==> src/outsel_pkg.sv <==
// Purpose: constants for the output terminal function selector
// Assumes: 25 MHz clock, 32-bit AHB-Lite register access
// Notes:   selection codes are six bits wide
package outsel_pkg;

    localparam int          CLOCK_HZ       = 25_000_000;
    localparam int          PULSE_HOLD_MS  = 10;
    localparam int          PULSE_HOLD_CYC = CLOCK_HZ / 1000 * PULSE_HOLD_MS;
    localparam int          NUM_TERMS      = 4;
    localparam int          SEL_W          = 6;

    // register byte offsets
    localparam logic [11:0] OFS_SEL_OC     = 12'h000;
    localparam logic [11:0] OFS_SEL_FAST   = 12'h004;
    localparam logic [11:0] OFS_SEL_RLY1   = 12'h008;
    localparam logic [11:0] OFS_SEL_RLY2   = 12'h00C;
    localparam logic [11:0] OFS_VIRT       = 12'h010;
    localparam logic [11:0] OFS_STATE      = 12'h014;

    // virtual bit field positions
    localparam int          VB_MODBUS      = 0;
    localparam int          VB_PBUS_CAN    = 1;
    localparam int          VB_ETH         = 2;
    localparam int          VB_IND_ETH     = 3;

    // reset selection codes per terminal
    localparam logic [5:0]  RST_SEL_OC     = 6'h00;
    localparam logic [5:0]  RST_SEL_FAST   = 6'h00;
    localparam logic [5:0]  RST_SEL_RLY1   = 6'h01;
    localparam logic [5:0]  RST_SEL_RLY2   = 6'h05;
    localparam logic [3:0]  RST_VIRT       = 4'h0;

    // source codes
    localparam logic [5:0]  C_NONE         = 6'd0;
    localparam logic [5:0]  C_STAGE_DONE   = 6'd16;
    localparam logic [5:0]  C_CYCLE_DONE   = 6'd17;
    localparam logic [5:0]  C_V_MODBUS     = 6'd23;
    localparam logic [5:0]  C_V_PBUS       = 6'd24;
    localparam logic [5:0]  C_V_ETH        = 6'd25;
    localparam logic [5:0]  C_DC_BUS       = 6'd26;
    localparam logic [5:0]  C_INDEX        = 6'd27;
    localparam logic [5:0]  C_SUPERPOSE    = 6'd28;
    localparam logic [5:0]  C_SAFE_TORQUE  = 6'd29;
    localparam logic [5:0]  C_POS_DONE     = 6'd30;
    localparam logic [5:0]  C_ZERO_DONE    = 6'd31;
    localparam logic [5:0]  C_DIV_DONE     = 6'd32;
    localparam logic [5:0]  C_SPD_LIMIT    = 6'd33;
    localparam logic [5:0]  C_V_IND_ETH    = 6'd34;
    localparam logic [5:0]  C_MODE_SWITCH  = 6'd36;
    localparam logic [5:0]  C_FREQ_ABOVE   = 6'd37;
    localparam logic [5:0]  C_CARD_FIRST   = 6'd41;
    localparam logic [5:0]  C_CARD_LAST    = 6'd47;
    localparam logic [5:0]  C_OH_FIRST     = 6'd48;
    localparam logic [5:0]  C_OH_LAST      = 6'd50;
    localparam logic [5:0]  C_STOPPED      = 6'd51;
    localparam logic [5:0]  C_BREAK        = 6'd52;
    localparam logic [5:0]  C_ROLL_FIRST   = 6'd53;
    localparam logic [5:0]  C_ROLL_LAST    = 6'd55;
    localparam logic [5:0]  C_FIRE         = 6'd56;

endpackage : outsel_pkg

==> src/output_terminal_function_select.sv <==
// Purpose: routes internal status events onto four output terminals
// Assumes: status inputs arrive from pins and are synchronised here
// Notes:   codes with no source listed here drive the terminal inactive

module output_terminal_function_select
#(
    parameter int HOLD_CYC = outsel_pkg::PULSE_HOLD_CYC
)
(
    input  wire logic        CLOCK,
    input  wire logic        RESET,
    input  wire logic [11:0] HADDR,
    input  wire logic [1:0]  HTRANS,
    input  wire logic        HWRITE,
    input  wire logic [2:0]  HSIZE,
    input  wire logic        HSEL,
    input  wire logic        HREADY,
    input  wire logic [31:0] HWDATA,
    output logic      [31:0] HRDATA,
    output logic             HREADYOUT,
    output logic             HRESP,
    input  wire logic        STAGE_DONE,
    input  wire logic        CYCLE_DONE,
    input  wire logic        DC_BUS_OK,
    input  wire logic        INDEX_PULSE,
    input  wire logic        SUPERPOSE_ACTIVE,
    input  wire logic        SAFE_TORQUE_OFF_FAULT,
    input  wire logic        POSITION_DONE,
    input  wire logic        ZEROING_DONE,
    input  wire logic        DIVISION_DONE,
    input  wire logic        SPEED_LIMITED,
    input  wire logic        MODE_SWITCH_DONE,
    input  wire logic        FREQ_ABOVE_REACH,
    input  wire logic [6:0]  CARD_OUTPUTS,
    input  wire logic [2:0]  OVERHEAT_PREALARM,
    input  wire logic        STOPPED_OR_ZERO,
    input  wire logic        MATERIAL_BREAK,
    input  wire logic [2:0]  ROLL_REACHED,
    input  wire logic        FIRE_MODE,
    output logic             OPEN_COLLECTOR_OUT_ONE,
    output logic             FAST_PULSE_OUT,
    output logic             RELAY_OUT_ONE,
    output logic             RELAY_OUT_TWO
);

    localparam int NSRC = 28;
    localparam int CW   = $clog2(HOLD_CYC + 1);

    //--------------------------------------------------------------------
    // state
    //--------------------------------------------------------------------
    typedef struct packed {
        logic [NSRC-1:0]                          s1;
        logic [NSRC-1:0]                          s2;
        logic [outsel_pkg::NUM_TERMS-1:0][5:0]    sel;
        logic [3:0]                               virt;
        logic                                     idx_prev;
        logic [CW-1:0]                            hold;
        logic                                     ph_wr;
        logic                                     ph_rd;
        logic [11:0]                              ph_addr;
        logic [31:0]                              rdata;
        logic [outsel_pkg::NUM_TERMS-1:0]         outs;
    } state_t;

    state_t state_q;
    state_t state_d;

    logic [NSRC-1:0]                        raw_src;
    logic [NSRC-1:0]                        sync_src;
    logic                                   index_out;
    logic [outsel_pkg::NUM_TERMS-1:0]       term_val;

    // bundle all asynchronous sources for one synchroniser bank
    assign raw_src = {FIRE_MODE, ROLL_REACHED, MATERIAL_BREAK,
                      STOPPED_OR_ZERO, OVERHEAT_PREALARM, CARD_OUTPUTS,
                      FREQ_ABOVE_REACH, MODE_SWITCH_DONE, SPEED_LIMITED,
                      DIVISION_DONE, ZEROING_DONE, POSITION_DONE,
                      SAFE_TORQUE_OFF_FAULT, SUPERPOSE_ACTIVE, INDEX_PULSE,
                      DC_BUS_OK, CYCLE_DONE, STAGE_DONE};
    assign sync_src = state_q.s2;

    // index stretch output is high while the hold counter runs
    assign index_out = (state_q.hold != '0);

    //--------------------------------------------------------------------
    // source selection
    //--------------------------------------------------------------------
    // one decoder function called once per terminal, so terminals with equal codes see one source
    function automatic logic pick(input logic [5:0]      code,
                                  input logic [NSRC-1:0] s,
                                  input logic [3:0]      v,
                                  input logic            idx);
        logic r;
        r = 1'b0;
        case (code)
            outsel_pkg::C_NONE:        r = 1'b0;
            outsel_pkg::C_STAGE_DONE:  r = s[0];
            outsel_pkg::C_CYCLE_DONE:  r = s[1];
            outsel_pkg::C_V_MODBUS:    r = v[outsel_pkg::VB_MODBUS];
            outsel_pkg::C_V_PBUS:      r = v[outsel_pkg::VB_PBUS_CAN];
            outsel_pkg::C_V_ETH:       r = v[outsel_pkg::VB_ETH];
            outsel_pkg::C_DC_BUS:      r = s[2];
            outsel_pkg::C_INDEX:       r = idx;
            outsel_pkg::C_SUPERPOSE:   r = s[4];
            outsel_pkg::C_SAFE_TORQUE: r = s[5];
            outsel_pkg::C_POS_DONE:    r = s[6];
            outsel_pkg::C_ZERO_DONE:   r = s[7];
            outsel_pkg::C_DIV_DONE:    r = s[8];
            outsel_pkg::C_SPD_LIMIT:   r = s[9];
            outsel_pkg::C_V_IND_ETH:   r = v[outsel_pkg::VB_IND_ETH];
            outsel_pkg::C_MODE_SWITCH: r = s[10];
            outsel_pkg::C_FREQ_ABOVE:  r = s[11];
            outsel_pkg::C_STOPPED:     r = s[22];
            outsel_pkg::C_BREAK:       r = s[23];
            outsel_pkg::C_FIRE:        r = s[NSRC-1];
            default:
            begin
                if (code >= outsel_pkg::C_CARD_FIRST &&
                    code <= outsel_pkg::C_CARD_LAST)
                    r = s[12 + 4'(code - outsel_pkg::C_CARD_FIRST)];
                else if (code >= outsel_pkg::C_OH_FIRST &&
                         code <= outsel_pkg::C_OH_LAST)
                    r = s[19 + 2'(code - outsel_pkg::C_OH_FIRST)];
                else if (code >= outsel_pkg::C_ROLL_FIRST &&
                         code <= outsel_pkg::C_ROLL_LAST)
                    r = s[24 + 2'(code - outsel_pkg::C_ROLL_FIRST)];
                else
                    r = 1'b0;
            end
        endcase
        return r;
    endfunction : pick

    generate
        for (genvar t = 0; t < outsel_pkg::NUM_TERMS; t++)
        begin : g_term
            assign term_val[t] = pick(state_q.sel[t], sync_src,
                                      state_q.virt, index_out);
        end
    endgenerate

    //--------------------------------------------------------------------
    // next state
    //--------------------------------------------------------------------
    // reads return whole-word state; writes land in the data phase
    always_comb
    begin
        logic take;
        take = 1'b0;
        state_d = state_q;
        state_d.s1 = raw_src;
        state_d.s2 = state_q.s1;
        state_d.idx_prev = sync_src[3];
        state_d.outs = term_val;
        // 10 ms hold, restarts on every new index edge
        if (sync_src[3] && !state_q.idx_prev)
            state_d.hold = CW'(HOLD_CYC);
        else if (state_q.hold != '0)
            state_d.hold = state_q.hold - CW'(1);
        // data phase of a previous write
        if (state_q.ph_wr)
        begin
            case (state_q.ph_addr)
                outsel_pkg::OFS_SEL_OC:   state_d.sel[0] = HWDATA[5:0];
                outsel_pkg::OFS_SEL_FAST: state_d.sel[1] = HWDATA[5:0];
                outsel_pkg::OFS_SEL_RLY1: state_d.sel[2] = HWDATA[5:0];
                outsel_pkg::OFS_SEL_RLY2: state_d.sel[3] = HWDATA[5:0];
                outsel_pkg::OFS_VIRT:     state_d.virt   = HWDATA[3:0];
                default:                  state_d.virt   = state_q.virt;
            endcase
        end
        // address phase
        take = HSEL && HREADY && HTRANS[1];
        state_d.ph_wr = take && HWRITE;
        state_d.ph_rd = take && !HWRITE;
        state_d.ph_addr = {HADDR[11:2], 2'b00};
        if (take && !HWRITE)
        begin
            case ({HADDR[11:2], 2'b00})
                outsel_pkg::OFS_SEL_OC:
                    state_d.rdata = {26'h0, state_q.sel[0]};
                outsel_pkg::OFS_SEL_FAST:
                    state_d.rdata = {26'h0, state_q.sel[1]};
                outsel_pkg::OFS_SEL_RLY1:
                    state_d.rdata = {26'h0, state_q.sel[2]};
                outsel_pkg::OFS_SEL_RLY2:
                    state_d.rdata = {26'h0, state_q.sel[3]};
                outsel_pkg::OFS_VIRT:
                    state_d.rdata = {28'h0, state_q.virt};
                outsel_pkg::OFS_STATE:
                    state_d.rdata = {27'h0, index_out, state_q.outs};
                default:
                    state_d.rdata = 32'h0000_0000;
            endcase
        end
    end

    //--------------------------------------------------------------------
    // registers
    //--------------------------------------------------------------------
    always_ff @(posedge CLOCK or posedge RESET)
    begin
        if (RESET)
        begin
            state_q          <= '0;
            state_q.sel[0]   <= outsel_pkg::RST_SEL_OC;
            state_q.sel[1]   <= outsel_pkg::RST_SEL_FAST;
            state_q.sel[2]   <= outsel_pkg::RST_SEL_RLY1;
            state_q.sel[3]   <= outsel_pkg::RST_SEL_RLY2;
            state_q.virt     <= outsel_pkg::RST_VIRT;
        end
        else
            state_q <= state_d;
    end

    // zero-wait slave, always OKAY
    assign HREADYOUT = 1'b1;
    assign HRESP     = 1'b0;
    assign HRDATA    = state_q.rdata;
    assign OPEN_COLLECTOR_OUT_ONE = state_q.outs[0];
    assign FAST_PULSE_OUT         = state_q.outs[1];
    assign RELAY_OUT_ONE          = state_q.outs[2];
    assign RELAY_OUT_TWO          = state_q.outs[3];

    //--------------------------------------------------------------------
    // checks
    //--------------------------------------------------------------------
    a_zero_code_off: assert property (@(posedge CLOCK) disable iff (RESET)
        $past(state_q.sel[0]) == outsel_pkg::C_NONE |-> !OPEN_COLLECTOR_OUT_ONE)
        else $error("code zero drove terminal");
    a_reserved_off: assert property (@(posedge CLOCK) disable iff (RESET)
        $past(state_q.sel[3]) == 6'd35 |-> !RELAY_OUT_TWO)
        else $error("reserved code drove relay");
    a_index_hold: assert property (@(posedge CLOCK) disable iff (RESET)
        $rose(state_q.hold != '0) |-> (state_q.hold == CW'(HOLD_CYC)))
        else $error("index hold wrong length");
    a_index_ends: assert property (@(posedge CLOCK) disable iff (RESET)
        state_q.hold == CW'(1) && !(sync_src[3] && !state_q.idx_prev)
        |=> !index_out)
        else $error("index output not released");
    a_shared_code: assert property (@(posedge CLOCK) disable iff (RESET)
        state_q.sel[2] == state_q.sel[3] |-> term_val[2] == term_val[3])
        else $error("shared code differs");
    a_fire_path: assert property (@(posedge CLOCK) disable iff (RESET)
        state_q.sel[1] == outsel_pkg::C_FIRE |=>
        FAST_PULSE_OUT == $past(sync_src[NSRC-1]))
        else $error("fire mode not routed");
    a_modbus_bit: assert property (@(posedge CLOCK) disable iff (RESET)
        state_q.sel[0] == outsel_pkg::C_V_MODBUS |=>
        OPEN_COLLECTOR_OUT_ONE == $past(state_q.virt[0]))
        else $error("modbus bit not followed");
    a_stage_done: assert property (@(posedge CLOCK) disable iff (RESET)
        state_q.sel[2] == outsel_pkg::C_STAGE_DONE |=>
        RELAY_OUT_ONE == $past(sync_src[0]))
        else $error("stage done not routed");
    a_sel_write: assert property (@(posedge CLOCK) disable iff (RESET)
        state_q.ph_wr && state_q.ph_addr == outsel_pkg::OFS_SEL_RLY1 |=>
        state_q.sel[2] == $past(HWDATA[5:0]))
        else $error("selection write lost");
    // remaining source routes except the index stretch, one code family each on a rotating terminal
    a_cycle_done: assert property (@(posedge CLOCK) disable iff (RESET)
        state_q.sel[3] == outsel_pkg::C_CYCLE_DONE |=>
        RELAY_OUT_TWO == $past(sync_src[1]))
        else $error("cycle done not routed");
    a_pbus_bit: assert property (@(posedge CLOCK) disable iff (RESET)
        state_q.sel[1] == outsel_pkg::C_V_PBUS |=>
        FAST_PULSE_OUT == $past(state_q.virt[outsel_pkg::VB_PBUS_CAN]))
        else $error("fieldbus bit not followed");
    a_eth_bit: assert property (@(posedge CLOCK) disable iff (RESET)
        state_q.sel[2] == outsel_pkg::C_V_ETH |=>
        RELAY_OUT_ONE == $past(state_q.virt[outsel_pkg::VB_ETH]))
        else $error("ethernet bit not followed");
    a_dc_bus: assert property (@(posedge CLOCK) disable iff (RESET)
        state_q.sel[3] == outsel_pkg::C_DC_BUS |=>
        RELAY_OUT_TWO == $past(sync_src[2]))
        else $error("dc bus not routed");
    a_superpose: assert property (@(posedge CLOCK) disable iff (RESET)
        state_q.sel[0] == outsel_pkg::C_SUPERPOSE |=>
        OPEN_COLLECTOR_OUT_ONE == $past(sync_src[4]))
        else $error("superposition not routed");
    a_torque_off: assert property (@(posedge CLOCK) disable iff (RESET)
        state_q.sel[1] == outsel_pkg::C_SAFE_TORQUE |=>
        FAST_PULSE_OUT == $past(sync_src[5]))
        else $error("torque off fault not routed");
    a_pos_done: assert property (@(posedge CLOCK) disable iff (RESET)
        state_q.sel[2] == outsel_pkg::C_POS_DONE |=>
        RELAY_OUT_ONE == $past(sync_src[6]))
        else $error("positioning not routed");
    a_zero_done: assert property (@(posedge CLOCK) disable iff (RESET)
        state_q.sel[3] == outsel_pkg::C_ZERO_DONE |=>
        RELAY_OUT_TWO == $past(sync_src[7]))
        else $error("zeroing not routed");
    a_div_done: assert property (@(posedge CLOCK) disable iff (RESET)
        state_q.sel[0] == outsel_pkg::C_DIV_DONE |=>
        OPEN_COLLECTOR_OUT_ONE == $past(sync_src[8]))
        else $error("indexing not routed");
    a_spd_limit: assert property (@(posedge CLOCK) disable iff (RESET)
        state_q.sel[1] == outsel_pkg::C_SPD_LIMIT |=>
        FAST_PULSE_OUT == $past(sync_src[9]))
        else $error("speed limit not routed");
    a_ind_eth_bit: assert property (@(posedge CLOCK) disable iff (RESET)
        state_q.sel[2] == outsel_pkg::C_V_IND_ETH |=>
        RELAY_OUT_ONE == $past(state_q.virt[outsel_pkg::VB_IND_ETH]))
        else $error("industrial bit not followed");
    a_mode_switch: assert property (@(posedge CLOCK) disable iff (RESET)
        state_q.sel[3] == outsel_pkg::C_MODE_SWITCH |=>
        RELAY_OUT_TWO == $past(sync_src[10]))
        else $error("mode switch not routed");
    a_freq_above: assert property (@(posedge CLOCK) disable iff (RESET)
        state_q.sel[0] == outsel_pkg::C_FREQ_ABOVE |=>
        OPEN_COLLECTOR_OUT_ONE == $past(sync_src[11]))
        else $error("frequency reach not routed");
    a_card_pass: assert property (@(posedge CLOCK) disable iff (RESET)
        state_q.sel[1] == outsel_pkg::C_CARD_LAST |=>
        FAST_PULSE_OUT == $past(sync_src[18]))
        else $error("card bit not passed");
    a_heat_alarm: assert property (@(posedge CLOCK) disable iff (RESET)
        state_q.sel[2] == outsel_pkg::C_OH_LAST |=>
        RELAY_OUT_ONE == $past(sync_src[21]))
        else $error("heat pre-alarm not routed");
    a_stopped: assert property (@(posedge CLOCK) disable iff (RESET)
        state_q.sel[3] == outsel_pkg::C_STOPPED |=>
        RELAY_OUT_TWO == $past(sync_src[22]))
        else $error("stopped state not routed");
    a_break: assert property (@(posedge CLOCK) disable iff (RESET)
        state_q.sel[0] == outsel_pkg::C_BREAK |=>
        OPEN_COLLECTOR_OUT_ONE == $past(sync_src[23]))
        else $error("material break not routed");
    a_roll_reach: assert property (@(posedge CLOCK) disable iff (RESET)
        state_q.sel[1] == outsel_pkg::C_ROLL_FIRST |=>
        FAST_PULSE_OUT == $past(sync_src[24]))
        else $error("roll diameter not routed");

endmodule : output_terminal_function_select

==> config.mk <==
export PLATFORM = sky130hd
export DESIGN_NAME = output_terminal_function_select
export DESIGN_NICKNAME = d
export VERILOG_FILES = /design/src/outsel_pkg.sv /design/src/output_terminal_function_select.sv
export SDC_FILE = /design/constraint.sdc
export NUM_CORES = 1
export LEC_CHECK = 0
export CAP_MARGIN = 20
export CORE_AREA = 5 5 138 153
export CTS_BUF_LIST = sky130_fd_sc_hd__clkbuf_4 sky130_fd_sc_hd__clkbuf_8
export DETAILED_ROUTE_END_ITERATION = 8
export DIE_AREA = 0 0 143 158
export DONT_BUFFER_PORTS = 1
export PLACE_DENSITY_LB_ADDON = 0.05
export SLEW_MARGIN = 20
export SYNTH_ARGS = -nofsm -noshare
export SYNTH_HDL_FRONTEND = slang
export SYNTH_SLANG_ARGS = --single-unit
==> constraint.sdc <==
create_clock -name CLOCK -period 12.2 [get_ports CLOCK]
set_input_delay 2.44 -clock CLOCK [delete_from_list [all_inputs] [get_ports CLOCK]]
set_output_delay 2.44 -clock CLOCK [all_outputs]
set_load 0.01 [all_outputs]
Yosys cells after proc, flatten, opt, wreduce, memory -nomap -nowiden
Index checks and enable logic that the tools add are counted.
Widths: inputs -> output; s select.
- $add $sub $neg: 25
- order comparisons: 36
- eq/ne operators: 85
- mux-type cells: 43
- reduce and logical (&&, ||, !) cells: 32
- operators by type and width (operator ; count):
    $eq 6x5->1 const B ; 44
    $eq 6x6->1 const B ; 32
    $pmux 1 s20 ; 4
    $ge 6x6->1 const B ; 12
    $le 6x6->1 const B ; 12
    $bmux 1 s5 ; 12
    $add 5x2->6 const A ; 8
    $lt 6x6->1 const B ; 8
    $eq 10x2->1 const B ; 4
    $mux 18 ; 2
    $pmux 6 s6 ; 1
    $eq 10x3->1 const B ; 3
    $logic_not 6->1 ; 4
    $lt 5x6->1 const B ; 4
    $mux 1 ; 24
    $add 4x4->5 const A ; 4
    $eq 10x1->1 const B ; 2
    $reduce_bool 18->1 ; 1
    $sub 18x1->18 const B ; 1
    $logic_and 1x1->1 ; 17
    $sub 2x1->2 const B ; 8
    $sub 4x4->4 const B ; 4
    $logic_not 12->1 ; 1
    $logic_not 10->1 ; 1
    3 further kinds ; 8
- flip-flop bits (word level): 150
- output and inout bits: 38
- logic and storage cells: 234

Longest topological paths before layout
Gate-level depths: netlist (run 1).
- depth after elaboration: 8
- mapped depth: 11
- mapped depth without buffers: 10

Worst setup path after synthesis (run 1)
No wires, ideal clock.
- kind: input port to flip-flop
- from: input HADDR[2]
- to: register state_q (netlist bit HRDATA[3])
- arrival: 3.717 ns
- data required time: 12.079 ns
- setup slack: 8.362 ns
- stages on the path: 4
- buffers on the path: 1
- path through: clkbuf_1 mux4_2 mux2_2 a22o_1
- word-level cells in the longest chain between the ends: 2
- elaborated cells on any way between the ends: 7
- classes of those cells: eq/ne (5); mux (1); reduce/logical (1)
- RTL lines (element ; line ; source):
    start: declaration ; output_terminal_function_select.sv:12 ; input wire logic [11:0] HADDR,
    $eq 10x3->1, or another cell as far along ; output_terminal_function_select.sv:180 ; case ({HADDR[11:2], 2'b00})
    $pmux 6 s6 (*) ; output_terminal_function_select.sv:180 ;
    end signal: assignment ; output_terminal_function_select.sv:214 ; state_q <= state_d;
    end: declaration ; output_terminal_function_select.sv:66 ; state_t state_q;
Mark *: on every way between the ends. The rest lies on a longest branch, timed or not.
A chain may end at the register's enable or synchronous reset.

==> flow_metrics.env, run 1 <==
export IMPL_internal_power_uw=684
export IMPL_holdCritPathClass="reg -> reg"
export IMPL_vias=5585
export IMPL_post_synth_num_cell_types=73
export IMPL_syn2layout_area_growth_pct=5.25
export IMPL_leakage_power_uw=0.00323
export IMPL_ant_nets=0
export IMPL_number_of_sinks_driven_by_the_clock_tree=124
export IMPL_relSlewSlack_pct=38.7
export IMPL_pwr_density_cell_mw_per_mm2=121
export IMPL_final_core_util_pct=41.1
export IMPL_first_global_vias=5470
export IMPL_hold_viol_final=0
export IMPL_initial_antenna_violation_count=0
export IMPL_ys_seq_area_share_pct=40.8
export IMPL_worst_pin_slew_ps=918
export IMPL_worst_ep_arrival_time_ps=3880
export IMPL_irDropWorstVdd_uv=75.2
export IMPL_power_net_switching_uw=288
export IMPL_post_synth_xor_area_fraction_pct=2.40
export IMPL_cts_buffer_depth=2
export IMPL_drv_max_cap_violation_count=0
export IMPL_largest_cells_by_area_after_synthesis="dfrtp_1 (40%), mux4_2 (8.9%), mux2_2 (5.5%), ha_1 (4.1%), buf_4 (3.4%)"
export IMPL_path_max_fanout=14
export IMPL_cts_setup_buffers=0
export IMPL_fin_tns_setup_ps=0
export IMPL_wirelength_mm=21.1
export IMPL_element_type_at_the_critical_path_end="flop"
export IMPL_routed_wl_met3_mm=1.39
export IMPL_timing_critical_path_mode_cell="ha_1"
export IMPL_final_instance_count_excl_fill=947
export IMPL_grt_setup_unrepaired="false"
export IMPL_fp_row_count=54
export IMPL_dr_wl_met2_mm=9.99
export IMPL_fp_coreArea_mm2=0.0195
export IMPL_first_iter_violations=464
export IMPL_clk_insertion_delay_late_ps=440
export IMPL_synthesis_instances=713
export IMPL_synth_async_reset_ratio_pct=100
export IMPL_finalCriticalPeriod_ps=3540
export IMPL_share_comb_of_total_power_pct=11.9
export IMPL_layout_filler_cells=1913
export IMPL_floorplan_die_height_um=158
export IMPL_final_area_mm2=0.00802
export IMPL_post_cts_resize_count=0
export IMPL_critical_path_max_stage_delay_ps=800
export IMPL_final_min_period_over_clock_period_pct=29.0
export IMPL_yosys_register_bits=124
export IMPL_layout_nets=789
export IMPL_top_level_ports=120
export IMPL_drt_met1_wl_mm=9.14
export IMPL_critical_path_cell_chain="inv_1, ha_1, xnor2_1, ha_1, mux4_2, mux2i_1, or2_2, a2111oi_0, nand4_1, o2111ai_1"
export IMPL_ff2ff_setup_slack_ps=8660
export IMPL_layout_cells_most_common="dfrtp_1"
export IMPL_worstPathRequired_ps=12530
export IMPL_mapped_avg_cell_area_um2=10.7
export IMPL_adder_and_majority_cell_fraction_of_the_synthesized_area_pct=4.11
export IMPL_initial_core_utilization_pct=39.0
export IMPL_min_to="sync_src[5]$_DFF_PP0_"
export IMPL_sequentialPowerShare_pct=49.4
export IMPL_critical_r2r_capture="RELAY_OUT_ONE$_DFF_PP0_"
export IMPL_power_frac_clock_pct=38.7
export IMPL_post_synthesis_instance_area_mm2=0.00762
export IMPL_clock_tree_root_cell="clkbuf_8"
export IMPL_yosys_area_top_type_share_pct=39.7
export IMPL_r2r_start="state_q[85]$_DFFE_PP1P_"
export IMPL_placed_area_mm2=0.00761
export IMPL_finalWeightedCongestion=0.855
export IMPL_firstDrtPassIters=5
export IMPL_switching_share_pct=29.6
export IMPL_tritoncts="done"
export IMPL_hold_path_startpoint="state_d[102]$_DFF_PP0_"
export IMPL_grt_first_pass_wirelength_mm=32.5
export IMPL_global_route_overflow_total=0
export IMPL_clkTransAtPathRegs_ps=80
export IMPL_place_detailed_hpwl_mm=14.9
export IMPL_tritoncts_num_buffers=17
export IMPL_n_antenna_cell=0
export IMPL_inst_count_dp=915
export IMPL_finalSetupViolations=0
export IMPL_synthesis_yosys_warnings=0
export IMPL_die_area_mm2=0.0226
export IMPL_start_kind="flop"
export IMPL_routed_via_density=5.90
export IMPL_cts_hold_buffers=0
export IMPL_post_route_drc_count=0
export IMPL_gr_usage_all_layers_pct=19.0
export IMPL_total_power_uw=972
export IMPL_timing_hold_worst_path_depth=0
export IMPL_grt_start_max_net_pins=68
export IMPL_finalClockSkew_ps=12.2
export IMPL_synth_top_family_by_area="multiplexers"
export IMPL_worstRegToRegCells=10
export IMPL_clock_fmax_mhz=282
export IMPL_synthDominantAreaCellType="dfrtp_1"
export IMPL_numPortBuffers=0
export IMPL_highest_count_cells_in_the_layout_ignoring_fill_and_taps="dfrtp_1 (121), nand2_1 (45), nor2_1 (37), mux2_2 (37), nand3_1 (31)"
export IMPL_cell_with_the_largest_stage_delay_on_the_worst_path="dfstp_2"
export IMPL_synth_mux_area_fraction_pct=17.8
export IMPL_synth_simple_gate_area_share_pct=14.5
export IMPL_status="complete, no violations"
export IMPL_ctsHtreeMaxLevel=4
export IMPL_chipWidth_um=143
export IMPL_finalMaxSlewViolations=0
export IMPL_path_class="reg -> reg"
export IMPL_post_route_cells_drive_above_1_share_pct=17.3
export IMPL_number_of_flops_mapped_to_enable_cells_by_yosys=0
export IMPL_top_signal_layer_used="met4"
export IMPL_ys_dominant_reg_cell="dfrtp_1"
export IMPL_share_of_the_synthesized_area_in_compound_gates_ao_oa_aoi_oai_pct=13.1
export IMPL_drt_wirelength_per_cell_um=22.3
## metal layers
layer  track usage (%)  up-vias
met4              7.74        0
met3              3.87       41
met5                 0        -
li1                  -     2534
met2              30.3      236
met1              25.3     2774
## power by group through the flow
stage / sequential [uW] / combinational [uW] / clock, uW
finish: 480 / 116 / 376
global route: 483 / 130 / 410
global placement: 486 / 112 / 0
detailed placement: 487 / 115 / 0
floorplan: 465 / 111 / 0
CTS: 479 / 116 / 389
## area by class of cell
| class | instances | area [um2] | share of cell area [%] |
|---|---|---|---|
| clock inverter | 14 | 160 | 2.00 |
| multi-input combinational | 508 | 4060 | 50.7 |
| tap | 252 | 315 | 3.93 |
| clock buffer | 18 | 248 | 3.09 |
| timing repair buffer | 2 | 15.0 | 0.187 |
| sequential | 124 | 3110 | 38.7 |
| inverter | 29 | 111 | 1.39 |
## flip-flops by register name, indices dropped and copies added (netlist names)
signal and cells:
state_q 58, FAST_PULSE_OUT 1, OPEN_COLLECTOR_OUT_ONE 1, sync_src 28
RELAY_OUT_TWO 1, RELAY_OUT_ONE 1, state_d 28, HRDATA 6
## through the flow
step	hold slack, ps	setup WS, ps
6_report	344	8660
5_1_grt	352	8420
4_1_cts	349	8630
3_5_place_dp	335	8340
3_3_place_gp	332	8370
2_1_floorplan	331	6470
## critical path, delay by kind of cell (launching register included)
kind                       cells  cell delay (ps)
DFF                            1              800
adders and majority gates      2              680
AOI/OAI and AO/OA              2              540
and+or+nand+nor                2              460
xor gates and xnor gates       1              390
muxes                          2              310
buffers and inverters          1              250
## how the worst max path moves through the flow
stage,from,endpoint,slack (ps),cells after the start
6_report,state_q[85]$_DFFE_PP1P_,RELAY_OUT_ONE$_DFF_PP0_,8660,10
5_1_grt,state_q[85]$_DFFE_PP1P_,RELAY_OUT_ONE$_DFF_PP0_,8420,10
4_1_cts,state_q[85]$_DFFE_PP1P_,RELAY_OUT_ONE$_DFF_PP0_,8630,10
3_5_place_dp,RESET,HRDATA[3]$_DFFE_PP0P_,8340,2
3_3_place_gp,RESET,HRDATA[3]$_DFFE_PP0P_,8370,2
2_1_floorplan,RESET,FAST_PULSE_OUT$_DFF_PP0_,6470,1
## cells by family (layout without fill, tap and decap cells)
kind of cell,Yosys count,after routing
xor gates and xnor gates,20,20
and+or+nand+nor,206,206
AOI/OAI and AO/OA,142,142
DFF,124,124
buffers and inverters,107,63
adders and majority gates,25,25
other,2,28
muxes,87,87
## synthesized netlist by cell type, types with 15 or more instances
| cell | n |
|---|---|
| o21ai_0 | 27 |
| nand3_1 | 31 |
| buf_4 | 35 |
| mux2i_1 | 16 |
| nor3_1 | 15 |
| nor2_1 | 37 |
| dfrtp_1 | 121 |
| mux4_2 | 30 |
| nand2_1 | 45 |
| clkbuf_1 | 34 |
| ha_1 | 25 |
| a21oi_1 | 19 |
| inv_1 | 28 |
| mux2_2 | 37 |
Power figures use the tool's default switching activity.
==> run 2, diff against run 1 <==
==> constraint.sdc (replaced) <==
create_clock -name CLOCK -period 3.6 [get_ports CLOCK]
set_input_delay 0.72 -clock CLOCK [delete_from_list [all_inputs] [get_ports CLOCK]]
set_output_delay 0.72 -clock CLOCK [all_outputs]
set_load 0.01 [all_outputs]
==> run 2 against run 1 <==
Effect of this change:
- global-route usage increased by 0.82 points
- sequential power increased to 3.4 times the previous value
- cell count increased by 1.3%
- highest routed layer unchanged
- critical path depth unchanged
- via count increased by 1.6%
- combinational power increased to 3.6 times the previous value
- total power increased to 3.5 times the previous value
- wire length increased by 3.1%
- critical endpoint unchanged
- first-iteration DRC count decreased by 7.1%
- utilization increased by 0.72 points
- largest power group unchanged
- design area increased by 1.8%
==> flow_metrics.env, run 2 (synthesis gave the netlist of run 1 again) <==
export IMPL_status="complete, no violations"
export IMPL_wirelength_mm=21.8
export IMPL_routed_via_density=5.92
export IMPL_irDropWorstVdd_uv=230
export IMPL_gr_usage_all_layers_pct=19.8
export IMPL_floorplan_die_height_um=158
export IMPL_number_of_sinks_driven_by_the_clock_tree=124
export IMPL_power_frac_clock_pct=40.4
export IMPL_use_met1_pct=26.4
export IMPL_initial_antenna_violation_count=0
export IMPL_relSlewSlack_pct=36.4
export IMPL_switching_share_pct=27.9
export IMPL_cp_num_buf_inv=1
export IMPL_layout_filler_cells=1922
export IMPL_register_area_mm2=0.00311
export IMPL_firstDrtPassIters=5
export IMPL_clock_fmax_mhz=324
export IMPL_ant_nets=0
export IMPL_finalMaxSlewViolations=0
export IMPL_max_flop_register="state_q"
export IMPL_element_type_at_the_critical_path_end="flop"
export IMPL_path_delay_family="adder cells"
export IMPL_n_antenna_cell=0
export IMPL_sequentialPowerShare_pct=47.4
export IMPL_chipWidth_um=143
export IMPL_grt_setup_unrepaired="false"
export IMPL_critical_r2r_capture="RELAY_OUT_ONE$_DFF_PP0_"
export IMPL_finalCriticalPeriod_ps=3090
export IMPL_initial_core_utilization_pct=39.0
export IMPL_drt_wirelength_per_cell_um=22.7
export IMPL_path_max_fanout=5
export IMPL_tritoncts_num_buffers=17
export IMPL_worstSetupPathDepth=10
export IMPL_r2r_start="state_q[86]$_DFFE_PP0P_"
export IMPL_hold_viol_final=0
export IMPL_holdCritPathClass="in -> async"
export IMPL_start_kind="flop"
export IMPL_leakage_power_uw=0.00331
export IMPL_place_detailed_hpwl_mm=15.6
export IMPL_grt_first_pass_wirelength_mm=33.6
export IMPL_critical_path_cell_chain="inv_1, ha_1, xnor2_1, ha_1, mux4_2, mux2i_1, or2_2, a2111oi_0, nand4_1, o2111ai_1"
export IMPL_layout_nets=802
export IMPL_final_min_period_over_clock_period_pct=85.8
export IMPL_drv_max_cap_violation_count=0
export IMPL_fin_tns_setup_ps=0
export IMPL_first_global_vias=5771
export IMPL_finalSetupViolations=0
export IMPL_busiest_layer="met2"
export IMPL_clkTransAtPathRegs_ps=90
export IMPL_tritoncts="done"
export IMPL_highest_count_cells_in_the_layout_ignoring_fill_and_taps="dfrtp_1 (121), nand2_1 (45), nor2_1 (37), mux2_2 (37), nand3_1 (31)"
export IMPL_grt_start_max_net_pins=63
export IMPL_critical_path_max_stage_delay_ps=430
export IMPL_top_level_ports=120
export IMPL_numPortBuffers=0
export IMPL_ff2ff_setup_slack_ps=510
export IMPL_global_route_overflow_total=0
export IMPL_groute_layer_met2_usage_pct=30.8
export IMPL_post_route_cells_drive_above_1_share_pct=18.7
export IMPL_post_cts_resize_count=0
export IMPL_largest_reg_flops=58
export IMPL_worst_pin_slew_ps=952
export IMPL_power_net_switching_uw=951
export IMPL_ctsHtreeMaxLevel=4
export IMPL_first_iter_violations=431
export IMPL_gr_usage_met3_pct=4.26
export IMPL_fp_row_count=54
export IMPL_cts_buffer_depth=2
export IMPL_worst_ep_arrival_time_ps=3430
export IMPL_cell_with_the_largest_stage_delay_on_the_worst_path="dfrtp_1"
export IMPL_cts_setup_buffers=0
export IMPL_share_comb_of_total_power_pct=12.2
export IMPL_timing_critical_path_mode_cell="ha_1"
export IMPL_clk_insertion_delay_late_ps=450
export IMPL_vias=5673
export IMPL_pwr_density_cell_mw_per_mm2=417
export IMPL_internal_power_uw=2450
export IMPL_post_route_drc_count=0
export IMPL_finalClockSkew_ps=13.2
export IMPL_worstRegToRegCells=10
export IMPL_total_power_uw=3400
export IMPL_multi_input_comb_area_mm2=0.00406
export IMPL_path_class="reg -> reg"
export IMPL_cts_hold_buffers=0
export IMPL_syn2layout_area_growth_pct=7.11
export IMPL_finalWeightedCongestion=0.851
export IMPL_die_area_mm2=0.0226
export IMPL_worstPathRequired_ps=3940
export IMPL_fp_coreArea_mm2=0.0195
export IMPL_layout_cells_most_common="dfrtp_1"
export IMPL_clock_tree_root_cell="clkbuf_8"
==> run 2: worst max-delay path by stage <==
stage                                        from                       to  slack, ps
after floorplan           state_q[85]$_DFFE_PP1P_  RELAY_OUT_ONE$_DFF_PP0_        690
after global placement    state_q[85]$_DFFE_PP1P_  RELAY_OUT_ONE$_DFF_PP0_        730
after detailed placement  state_q[86]$_DFFE_PP0P_  RELAY_OUT_ONE$_DFF_PP0_        520
after CTS                 state_q[86]$_DFFE_PP0P_  RELAY_OUT_ONE$_DFF_PP0_        490
after global routing      state_q[86]$_DFFE_PP0P_  RELAY_OUT_ONE$_DFF_PP0_        290
final                     state_q[86]$_DFFE_PP0P_  RELAY_OUT_ONE$_DFF_PP0_        510
==> run 2: power by group through the flow <==
stage / sequential (uW) / combinational, uW / clock (uW)
2_1_floorplan: 1580 / 376 / 0
3_3_place_gp: 1630 / 406 / 0
3_5_place_dp: 1640 / 414 / 0
4_1_cts: 1610 / 416 / 1430
5_1_grt: 1620 / 464 / 1490
6_report: 1610 / 415 / 1370
==> run 2: cell type report <==
type / count / area share [%]
flip-flops and latches: 124 / 38.1
multi-input cells: 508 / 49.8
clock inverters: 13 / 2.33
repair buffers: 15 / 1.53
inverters: 29 / 1.38
clock buffers: 18 / 3.04
well taps: 252 / 3.86
==> run 2: stage by stage <==
stage	std cells	utilization (%)	instance area (um2)	hold slack, ps	worst slack [ps]
3_3_place_gp	928	39.6	7720	332	725
6_report	959	41.8	8160	297	510
5_1_grt	959	41.8	8160	254	293
4_1_cts	959	41.8	8160	258	492
2_1_floorplan	739	-	7720	331	692
3_5_place_dp	928	39.6	7720	335	522
==> run 2: routing by layer <==
metal  routed length (um)  part of all wire (%)
met4                  908                   4.2
met2                10000                    46
met3                 1440                   6.6
met1                 9430                    43
met5                    0                     0
